--- src/logic/host_port_defs.svh ---
// Purpose: Register map, field positions and reset values of the host port pin control.
// Assumes: One aligned 32-bit word per register on an AHB-Lite bus.
// Notes:   Definitions only.
`ifndef HOST_PORT_DEFS_SVH
`define HOST_PORT_DEFS_SVH

// Register byte offsets.
`define HP_CTRL_OFS        8'h00
`define HP_BUSY_OFS        8'h04
`define HP_STATE_OFS       8'h08
`define HP_EVENT_OFS       8'h0C
`define HP_MASK_OFS        8'h10

// Control register fields.
`define HP_CTRL_IRQ_BIT    0
`define HP_CTRL_HOLD_BIT   1

// Busy length register.
`define HP_BUSY_W          8
`define HP_BUSY_RST        8'h04

// State register fields.
`define HP_ST_SELECT_BIT   0
`define HP_ST_WIDE_BIT     1
`define HP_ST_READY_BIT    2
`define HP_ST_ACTIVE_BIT   3
`define HP_ST_RNW_BIT      4
`define HP_ST_OFF_BIT      5
`define HP_ST_DEVRST_BIT   6

// Event and mask register fields.
`define HP_EV_W            4
`define HP_EV_READ_BIT     0
`define HP_EV_WRITE_BIT    1
`define HP_EV_DONE_BIT     2
`define HP_EV_STRAP_BIT    3
`define HP_MASK_RST        4'h0

`endif

--- src/logic/host_port_pkg.sv ---
// Purpose: Types shared by the host port pin control files.
// Assumes: Nothing beyond the register header.
// Notes:   Holds types only; numbers live in the header.
package host_port_pkg;

    // One three-state pin: level and active-low output enable.
    typedef struct packed {
        logic level;
        logic oe_n;
    } pin_drive_type;

    // Progress of one host access.
    typedef enum logic [1:0] {
        ACC_IDLE = 2'b00,
        ACC_BUSY = 2'b01,
        ACC_DONE = 2'b10
    } access_state_type;

endpackage

--- src/logic/host_port_pin_control.sv ---
// Purpose: Pin-level control of the parallel host port: ready, interrupt, straps, output-off.
// Assumes: All pin inputs are asynchronous to hclk and pass a two-flop synchroniser.
// Notes:   Registers sit on an AHB-Lite slave; reads take one wait state, writes none.
`include "host_port_defs.svh"

module host_port_pin_control #(
    parameter int BUSY_W = `HP_BUSY_W
) (
    input  wire logic                          hclk,
    input  wire logic                          hresetn,
    input  wire logic                          hsel,
    input  wire logic [31:0]                   haddr,
    input  wire logic [1:0]                    htrans,
    input  wire logic                          hwrite,
    input  wire logic [2:0]                    hsize,
    input  wire logic [31:0]                   hwdata,
    input  wire logic                          hready,
    output logic      [31:0]                   hrdata,
    output logic                               hreadyout,
    output logic                               hresp,
    output logic                               irq,
    input  wire logic                          host_read_not_write,
    input  wire logic                          host_chip_select_n,
    input  wire logic                          host_port_select_strap,
    input  wire logic                          wide_bus_mode_strap,
    input  wire logic                          device_reset_n,
    input  wire logic                          output_off_n,
    output host_port_pkg::pin_drive_type       host_ready_out,
    output host_port_pkg::pin_drive_type       host_irq_out,
    output logic                               port_enable,
    output logic                               bus_keeper_enable,
    output logic                               wide_mode
);
    import host_port_pkg::*;

    ////////////////////////////////////////////////////////////////////////////
    // Pin synchronisation.

    logic [5:0] pins_s;
    logic       rnw_s;
    logic       cs_n_s;
    logic       sel_strap_s;
    logic       wide_s;
    logic       dev_rst_n_s;
    logic       off_n_s;

    // Idle levels: chip select high, device in reset, outputs allowed.
    pin_sync #(
        .WIDTH   (6),
        .RST_VAL (32'h0000_0022)
    ) u_sync (
        .clk      (hclk),
        .rst_n    (hresetn),
        .async_in ({output_off_n, device_reset_n, wide_bus_mode_strap,
                    host_port_select_strap, host_chip_select_n, host_read_not_write}),
        .sync_out (pins_s)
    );

    // Named views of the synchronised pins.
    assign rnw_s       = pins_s[0];
    assign cs_n_s      = pins_s[1];
    assign sel_strap_s = pins_s[2];
    assign wide_s      = pins_s[3];
    assign dev_rst_n_s = pins_s[4];
    assign off_n_s     = pins_s[5];

    ////////////////////////////////////////////////////////////////////////////
    // Select strap capture.

    logic dev_rst_n_prev_q;
    logic select_q;
    logic strap_caught;

    // The strap is caught only on the rising edge of device reset.
    assign strap_caught = dev_rst_n_s && !dev_rst_n_prev_q;

    always_ff @(posedge hclk or negedge hresetn) begin
        if (!hresetn) begin
            dev_rst_n_prev_q <= 1'b0;
        end else begin
            dev_rst_n_prev_q <= dev_rst_n_s;
        end
    end

    // Later strap changes are ignored until the next reset release.
    always_ff @(posedge hclk or negedge hresetn) begin
        if (!hresetn) begin
            select_q <= 1'b0;
        end else if (strap_caught) begin
            select_q <= sel_strap_s;
        end
    end

    // The port lives only while selected and out of device reset.
    assign port_enable       = select_q && dev_rst_n_s;
    assign bus_keeper_enable = !port_enable;
    assign wide_mode         = wide_s;

    ////////////////////////////////////////////////////////////////////////////
    // Register bus address phase.

    logic              ctrl_irq_q;
    logic              ctrl_hold_q;
    logic [BUSY_W-1:0] busy_len_q;
    logic [`HP_EV_W-1:0] event_q;
    logic [`HP_EV_W-1:0] mask_q;
    logic              wr_pend_q;
    logic              rd_pend_q;
    logic [7:0]        addr_q;
    logic              take;
    logic              wr_now;

    // A transfer is taken when selected, active and the bus is ready.
    assign take   = hsel && hready && htrans[1];
    assign wr_now = wr_pend_q;

    always_ff @(posedge hclk or negedge hresetn) begin
        if (!hresetn) begin
            wr_pend_q <= 1'b0;
            rd_pend_q <= 1'b0;
            addr_q    <= 8'h00;
        end else begin
            if (take) begin
                addr_q <= haddr[7:0];
            end
            wr_pend_q <= take && hwrite;
            // A read holds for one wait cycle, so stale read data cannot leak.
            rd_pend_q <= take && !hwrite;
        end
    end

    // Reads insert one wait state; writes finish in their data phase.
    assign hreadyout = !rd_pend_q;
    assign hresp     = 1'b0;

    ////////////////////////////////////////////////////////////////////////////
    // Writable registers.

    always_ff @(posedge hclk or negedge hresetn) begin
        if (!hresetn) begin
            ctrl_irq_q  <= 1'b0;
            ctrl_hold_q <= 1'b0;
        end else if (wr_now && addr_q == `HP_CTRL_OFS) begin
            ctrl_irq_q  <= hwdata[`HP_CTRL_IRQ_BIT];
            ctrl_hold_q <= hwdata[`HP_CTRL_HOLD_BIT];
        end
    end

    always_ff @(posedge hclk or negedge hresetn) begin
        if (!hresetn) begin
            busy_len_q <= BUSY_W'(`HP_BUSY_RST);
        end else if (wr_now && addr_q == `HP_BUSY_OFS) begin
            busy_len_q <= hwdata[BUSY_W-1:0];
        end
    end

    always_ff @(posedge hclk or negedge hresetn) begin
        if (!hresetn) begin
            mask_q <= `HP_MASK_RST;
        end else if (wr_now && addr_q == `HP_MASK_OFS) begin
            mask_q <= hwdata[`HP_EV_W-1:0];
        end
    end

    ////////////////////////////////////////////////////////////////////////////
    // Host access tracking.

    access_state_type  acc_q;
    logic [BUSY_W-1:0] cnt_q;
    logic              cs_n_prev_q;
    logic              rnw_q;
    logic              acc_start;
    logic              acc_end;

    // A new access opens on the falling edge of chip select.
    assign acc_start = port_enable && cs_n_prev_q && !cs_n_s;
    assign acc_end   = (acc_q == ACC_BUSY) && (cnt_q == '0) && !ctrl_hold_q;

    always_ff @(posedge hclk or negedge hresetn) begin
        if (!hresetn) begin
            cs_n_prev_q <= 1'b1;
        end else begin
            cs_n_prev_q <= cs_n_s;
        end
    end

    // The host keeps chip select low for the whole access, so its rise closes it.
    always_ff @(posedge hclk or negedge hresetn) begin
        if (!hresetn) begin
            acc_q <= ACC_IDLE;
        end else if (!port_enable) begin
            acc_q <= ACC_IDLE;
        end else begin
            unique case (acc_q)
                ACC_IDLE: begin
                    if (acc_start) begin
                        acc_q <= ACC_BUSY;
                    end
                end
                ACC_BUSY: begin
                    if (acc_end) begin
                        acc_q <= ACC_DONE;
                    end
                end
                ACC_DONE: begin
                    if (cs_n_s) begin
                        acc_q <= ACC_IDLE;
                    end
                end
                default: begin
                    acc_q <= ACC_IDLE;
                end
            endcase
        end
    end

    // The busy count sets how long ready stays low per access.
    always_ff @(posedge hclk or negedge hresetn) begin
        if (!hresetn) begin
            cnt_q <= '0;
        end else if (acc_start) begin
            cnt_q <= busy_len_q;
        end else if (acc_q == ACC_BUSY && cnt_q != '0) begin
            cnt_q <= cnt_q - BUSY_W'(1);
        end
    end

    // Direction is caught at the start of the access.
    always_ff @(posedge hclk or negedge hresetn) begin
        if (!hresetn) begin
            rnw_q <= 1'b1;
        end else if (acc_start) begin
            rnw_q <= rnw_s;
        end
    end

    ////////////////////////////////////////////////////////////////////////////
    // Ready and interrupt pins.

    logic ready_lvl;

    // Ready is low while an access runs and high once the next may start.
    assign ready_lvl = (acc_q != ACC_BUSY) && !acc_start;

    // Output-off floats ready; a deselected port does not drive it either.
    always_ff @(posedge hclk or negedge hresetn) begin
        if (!hresetn) begin
            host_ready_out <= '{level: 1'b1, oe_n: 1'b1};
        end else begin
            host_ready_out.level <= ready_lvl;
            host_ready_out.oe_n  <= !(off_n_s && port_enable);
        end
    end

    // Interrupt is active low; held high during device reset, floated when wide.
    always_ff @(posedge hclk or negedge hresetn) begin
        if (!hresetn) begin
            host_irq_out <= '{level: 1'b1, oe_n: 1'b0};
        end else begin
            host_irq_out.level <= !dev_rst_n_s || !ctrl_irq_q;
            host_irq_out.oe_n  <= !off_n_s || wide_s;
        end
    end

    ////////////////////////////////////////////////////////////////////////////
    // Event flags and the interrupt line to software.

    logic [`HP_EV_W-1:0] ev_set;
    logic [`HP_EV_W-1:0] ev_clr;

    // Sources of the sticky events.
    always_comb begin
        ev_set = '0;
        ev_set[`HP_EV_READ_BIT]  = acc_start && rnw_s;
        ev_set[`HP_EV_WRITE_BIT] = acc_start && !rnw_s;
        ev_set[`HP_EV_DONE_BIT]  = acc_end;
        ev_set[`HP_EV_STRAP_BIT] = strap_caught;
    end

    assign ev_clr = (wr_now && addr_q == `HP_EVENT_OFS) ? hwdata[`HP_EV_W-1:0] : '0;

    // A new event in the clearing cycle survives, since set wins over clear.
    always_ff @(posedge hclk or negedge hresetn) begin
        if (!hresetn) begin
            event_q <= '0;
        end else begin
            event_q <= (event_q & ~ev_clr) | ev_set;
        end
    end

    assign irq = |(event_q & mask_q);

    ////////////////////////////////////////////////////////////////////////////
    // Read data.

    logic [31:0] rd_mux;

    // Unmapped offsets read as zero.
    always_comb begin
        rd_mux = 32'h0000_0000;
        unique case (addr_q)
            `HP_CTRL_OFS: begin
                rd_mux[`HP_CTRL_IRQ_BIT]  = ctrl_irq_q;
                rd_mux[`HP_CTRL_HOLD_BIT] = ctrl_hold_q;
            end
            `HP_BUSY_OFS: begin
                rd_mux[BUSY_W-1:0] = busy_len_q;
            end
            `HP_STATE_OFS: begin
                rd_mux[`HP_ST_SELECT_BIT] = select_q;
                rd_mux[`HP_ST_WIDE_BIT]   = wide_s;
                rd_mux[`HP_ST_READY_BIT]  = ready_lvl;
                rd_mux[`HP_ST_ACTIVE_BIT] = (acc_q == ACC_BUSY);
                rd_mux[`HP_ST_RNW_BIT]    = rnw_q;
                rd_mux[`HP_ST_OFF_BIT]    = !off_n_s;
                rd_mux[`HP_ST_DEVRST_BIT] = !dev_rst_n_s;
            end
            `HP_EVENT_OFS: begin
                rd_mux[`HP_EV_W-1:0] = event_q;
            end
            `HP_MASK_OFS: begin
                rd_mux[`HP_EV_W-1:0] = mask_q;
            end
            default: begin
                rd_mux = 32'h0000_0000;
            end
        endcase
    end

    // Read data is loaded during the wait cycle and stands in the final one.
    always_ff @(posedge hclk or negedge hresetn) begin
        if (!hresetn) begin
            hrdata <= 32'h0000_0000;
        end else if (rd_pend_q) begin
            hrdata <= rd_mux;
        end
    end

endmodule

--- src/logic/pin_sync.sv ---
// Purpose: Two-flop synchroniser for a group of asynchronous pin levels.
// Assumes: Inputs are slow levels, not single-cycle pulses.
// Notes:   Only the second stage leaves the module.
module pin_sync #(
    parameter int        WIDTH = 1,
    parameter bit [31:0] RST_VAL = 32'h0000_0000
) (
    input  wire logic             clk,
    input  wire logic             rst_n,
    input  wire logic [WIDTH-1:0] async_in,
    output logic      [WIDTH-1:0] sync_out
);

    logic [WIDTH-1:0] meta_q;

    ////////////////////////////////////////////////////////////////////////////
    // Each bit passes two flops; the first stage is read by nothing else.
    always_ff @(posedge clk or negedge rst_n) begin
        if (!rst_n) begin
            meta_q   <= RST_VAL[WIDTH-1:0];
            sync_out <= RST_VAL[WIDTH-1:0];
        end else begin
            meta_q   <= async_in;
            sync_out <= meta_q;
        end
    end

endmodule

--- config.mk ---
export PLATFORM = sky130hd
export DESIGN_NAME = host_port_pin_control
export DESIGN_NICKNAME = d
export VERILOG_FILES = /design/src/logic/host_port_pkg.sv /design/src/logic/host_port_pin_control.sv /design/src/logic/pin_sync.sv
export VERILOG_INCLUDE_DIRS = /design/src /design/src/logic
export SDC_FILE = /design/constraint.sdc
export NUM_CORES = 1
export LEC_CHECK = 0
export BUFFER_PORTS_ARGS = -buffer_cell sky130_fd_sc_hd__buf_4
export CAP_MARGIN = 20
export CORE_MARGIN = 1.5
export CORE_UTILIZATION = 40
export CTS_BUF_LIST = sky130_fd_sc_hd__clkbuf_4
export DETAILED_ROUTE_END_ITERATION = 12
export PLACE_DENSITY_LB_ADDON = 0.2
export SYNTH_ARGS = -nofsm -noshare
export SYNTH_HDL_FRONTEND = slang
export SYNTH_SLANG_ARGS = --single-unit
--- constraint.sdc ---
create_clock -name hclk -period 3.7 [get_ports hclk]
set_input_delay 0.37 -clock hclk [delete_from_list [all_inputs] [get_ports hclk]]
set_output_delay 0.37 -clock hclk [all_outputs]
set_load 0.01 [all_outputs]
=== Word level (Yosys, flattened, before mapping) ===
Cells that the tools add are included.

* Add/subtract/negate cells: 1
* Equal/unequal tests: 10
* Mux-type cells: 12
* Bitwise operators: 4
* Reductions and logical operators: 40

{| class="wikitable"
|+ Operators by type and width
! kind !! number
|-
| logical AND 1 bit || 19
|-
| equality test 8 x 4 -> 1 bit, second input constant || 2
|-
| zero test 8 bit || 2
|-
| two-way mux 8 bit || 2
|-
| zero test 1 bit || 12
|-
| case mux 2 bit (5 select lines) || 1
|-
| bitwise AND 4 bit || 2
|-
| equality test 8 x 3 -> 1 bit, second input constant || 1
|-
| equality test 8 x 5 -> 1 bit, second input constant || 1
|-
| two-way mux 2 bit || 4
|-
| case mux 2 bit (4 select lines) || 1
|-
| nonzero test 8 bit || 1
|-
| subtractor 8 x 1 -> 8 bit, second input constant || 1
|-
| != test 3 bit, second input constant || 2
|-
| case mux 2 bit (3 select lines) || 1
|-
| case mux 3 bit (2 select lines) || 1
|-
| two-way mux 4 bit || 1
|-
| inverter 4 bit || 1
|-
| bitwise OR 4 bit || 1
|-
| OR reduction 4 bit || 1
|-
| != test 3 x 2 -> 1 bit, second input constant || 1
|-
| AND reduction 3 bit || 1
|-
| equality test 2 x 1 -> 1 bit, second input constant || 1
|-
| equality test 2 bit, second input constant || 1
|-
| other kinds (5) || 6
|}

* Bits in registers: 66
* Input bits: 80

=== Longest topological paths before layout ===
* Depth after elaboration: 6
* Depth in mapped cells: 6
* Mapped depth without buffers: 6

=== Modules after synthesis ===
From an unflattened synthesis, not the netlist that was laid out.

* Cell total of the unflattened synthesis: 254
* Area, all modules: 2999.1 um2

{| class="wikitable"
|+ By module, submodules not included
! module !! instances !! cells each !! area an instance (um2) !! seq. area each (um2)
|-
| host_port_pin_control || 1 || 242 || 2693.8 || 1358.8
|-
| pin_sync || 1 || 12 || 305.3 || 305.3
|}

=== Worst setup path after synthesis ===
OpenSTA, ideal clock, no wires.

* Path kind: register to register
* From: register addr_q[3]
* To: register busy_len_q[0]
* Library setup time: 125 ps
* Arrival: 1802 ps
* Required time: 3575 ps
* Slack: 1773 ps
* Stages on the path, launching flop included: 6
* Path buffers: 1
* Path through: dfrtp_1 -> buf_6 -> or4_4 -> nor4b_4 -> nand2_4 -> mux2_4

* Longest elaborated chain between the ends: 2

{| class="wikitable"
|+ Ends and longest elaborated chain
! what !! RTL line !! text
|-
| start, declared || host_port_pin_control.sv:109 || <nowiki>logic [7:0] addr_q;</nowiki>
|-
| start signal, assigned || host_port_pin_control.sv:124 || <nowiki>addr_q <= haddr[7:0];</nowiki>
|-
| equality test 8 x 3 -> 1 bit || n/a ||
|-
| logical AND 1 bit (no line) || n/a ||
|-
| end signal, assigned || host_port_pin_control.sv:151 || <nowiki>busy_len_q <= BUSY_W'(`HP_BUSY_RST);</nowiki>
|-
| end signal, assigned || host_port_pin_control.sv:153 || <nowiki>busy_len_q <= hwdata[BUSY_W-1:0];</nowiki>
|-
| end, declared || host_port_pin_control.sv:104 || <nowiki>logic [BUSY_W-1:0] busy_len_q;</nowiki>
|}

No other way between the ends.
A chain may end at the register's enable or synchronous reset.

=== Final worst setup path ===
* From: register addr_q[3]
* To: register busy_len_q[6]

Same word-level chain as after synthesis.

==> flow_metrics.env <==
export IMPL_status="finished, final reports clean"
export IMPL_hpwl_um=4170
export IMPL_ys_warn_count=0
export IMPL_grt_overflow=0
export IMPL_cts_hold_buf=0
export IMPL_clock_fmax_mhz=457
export IMPL_antenna_found_initial=0
export IMPL_leakage_nw=1.61
export IMPL_synth_cells=264
export IMPL_p_total_mw=1.74
export IMPL_grt_pass1_vias=1955
export IMPL_fin_skew_ns=0.00771
export IMPL_ir_worst_vdd_v=0.000242
export IMPL_ys_flop_type="dfrtp_1"
export IMPL_grt_pass1_wl_um=9940
export IMPL_crit_arrival_ns=2.48
export IMPL_stdcell_count=413
export IMPL_netlist_area_um2=3070
export IMPL_rows=31
export IMPL_max_slew_worst_pin_slew_ns=0.886
export IMPL_antenna_cells=0
export IMPL_grt_max_degree=67
export IMPL_setup_viol=0
export IMPL_p_per_area_nw_per_um2=490
export IMPL_max_cap_violations=0
export IMPL_gp_congestion=0.796
export IMPL_avgViaCountPerCell=4.89
export IMPL_dp_slack_ns=1.50
export IMPL_final_hold_violation_count=0
export IMPL_start_util_pct=41.9
export IMPL_drtAntennaViolNets=0
export IMPL_clock_sinks=66
export IMPL_vias=2019
export IMPL_cts_tree="done"
export IMPL_fillers=705
export IMPL_endpoint_kind="flip-flop"
export IMPL_ys_ff_latch=66
export IMPL_ys_async_sr_fraction_pct=100
export IMPL_setup_slack_ns=1.51
export IMPL_ys_types=49
export IMPL_routed_wl_um=5880
export IMPL_worst_hold_slack_ns=0.0645
export IMPL_place_inst=397
export IMPL_numCtsBuffers=9
export IMPL_crit_fanout=9
export IMPL_final_util_pct=48.4
export IMPL_ctsLongestPathBuffers=2
export IMPL_drive_gt1_share_pct=32.2
export IMPL_fin_setup_tns_ns=0
export IMPL_wl_per_cell_um=14.2
export IMPL_core_um2=7330
export IMPL_hp_class="in2async"
export IMPL_place_area_um2=3380
export IMPL_worstSetupPathType="reg2reg"
export IMPL_synth_edf_count=0
export IMPL_drt_pass1_iter_count=4
export IMPL_nNetsFinal=391
export IMPL_fin_crit_ns=2.19
export IMPL_cts_setup_buffers=0
export IMPL_drt_iter0_markers=190
export IMPL_synth_seq_area_share_pct=54.2
export IMPL_cp_start_kind="flip-flop"
export IMPL_cts_resized=0
export IMPL_worstPathRequired_ns=3.99
export IMPL_die_h_um=90.6
export IMPL_stdcell_area_um2=3540
export IMPL_area_growth_syn_to_layout_pct=15.5
export IMPL_track_usage_pct=15.5
export IMPL_io_pins=122
export IMPL_worstSkewPairLatency_ns=0.40
export IMPL_drc=0
export IMPL_drv_slew=0
export IMPL_rsz0062_at_grt="no"
export IMPL_die_area_um2=8210
export IMPL_cts_clk_slew_worst_paths_ns=0.11
export IMPL_htree_levels=3
export IMPL_die_width_um=90.6
export IMPL_relSlewSlack_pct=40.4
export IMPL_io_buffers=44
export IMPL_finalCritPeriodShare_pct=59.1
export IMPL_cts_root_buf="clkbuf_4"
export IMPL_syn_area_per_cell_um2=11.6
## state kept, by name, indices dropped and copies added, names as in the netlist, 4 cells and up
signal,count
event_q,4
hrdata,8
mask_q,4
u_sync.meta_q,6
u_sync.sync_out,6
busy_len_q,8
cnt_q,8
addr_q,8
## report_power, final
part / internal, mW / total (mW) / switching (mW)
clock: 0.273 / 0.539 / 0.266
sequential: 0.811 / 0.905 / 0.0939
combinational: 0.152 / 0.293 / 0.141
## cells by family (layout without fill, tap and decap cells)
family                     count (synthesis)  count (layout)  synth area share (%)
and+or+nand+nor                           75              75                  14.3
DFF                                       66              66                  54.2
buffers and inverters                     47              73                  9.09
AOI/OAI and AO/OA                         39              39                  8.64
muxes                                     28              28                  11.1
xor gates and xnor gates                   6               6                  1.71
adders and majority gates                  2               2                 0.815
other                                      1              25                 0.122
## critical path, cell delays in order (launching register included)
cell	delay, ns
dfrtp_1	0.51
or4_4	0.56
nor4b_4	0.45
nand2_4	0.22
mux2_4	0.33
## final cells by class
type	instances	area [um^2]	area share, %
timing repair buffer	44	330	9.32
clock buffer	9	67.6	1.91
clock inverter	7	93.8	2.65
inverter	13	48.8	1.38
tap	99	124	3.49
sequential	66	1660	46.9
multi-input combinational	175	1220	34.3
## cells in the mapped netlist (all sizes together) (5+ instances only)
| cell | count | area share [%] |
|---|---|---|
| nand3b | 6 | 1.5 |
| buf | 29 | 6.9 |
| mux2 | 25 | 10 |
| clkbuf | 5 | 0.61 |
| o21ai | 8 | 1.3 |
| nor2 | 14 | 1.7 |
| nand3 | 9 | 1.5 |
| xnor2 | 5 | 1.4 |
| dfstp | 10 | 8.6 |
| a21oi | 7 | 1.1 |
| inv | 13 | 1.6 |
| nand2 | 16 | 2.2 |
| nor2b | 5 | 1.0 |
| dfrtp | 56 | 46 |
## layout by cell type, fill, tap and decap left out, types with 4 or more instances in the layout
| cell | instances |
|---|---|
| a21oi_1 | 7 |
| buf_4 | 44 |
| clkbuf_4 | 9 |
| conb_1 | 25 |
| dfrtp_1 | 56 |
| dfstp_2 | 10 |
| inv_1 | 13 |
| mux2_2 | 17 |
| mux2_4 | 8 |
| nand2_1 | 15 |
| nand3_1 | 9 |
| nand3b_1 | 6 |
| nand4_1 | 4 |
| nor2_1 | 14 |
| nor2b_1 | 5 |
| o21ai_0 | 8 |
| xnor2_1 | 5 |
## routing by layer
layer	wire (um)	vias to the layer above	track usage, %
met4	133	0	8.33
li1	-	967	-
met2	2810	54	22.4
met5	0	-	0
met1	2690	985	22.2
met3	249	13	2.44
## path summary, 6_finish.rpt
check | from | endpoint | slack [ns] | depth (start not counted)
max | addr_q[3] | busy_len_q[6] | 1.51 | 4
min | hresetn | hrdata[2] | 0.06 | 1
max reg2reg | addr_q[3] | busy_len_q[6] | 1.51 | 4
min reg2reg | u_sync.meta_q[2] | u_sync.sync_out[2] | 0.36 | 0
max in group asynchronous | hresetn | u_sync.sync_out[0] | 3.11 | 1
min in group hclk | output_off_n | u_sync.meta_q[5] | 0.06 | 1
Power figures use the tool's default switching activity.
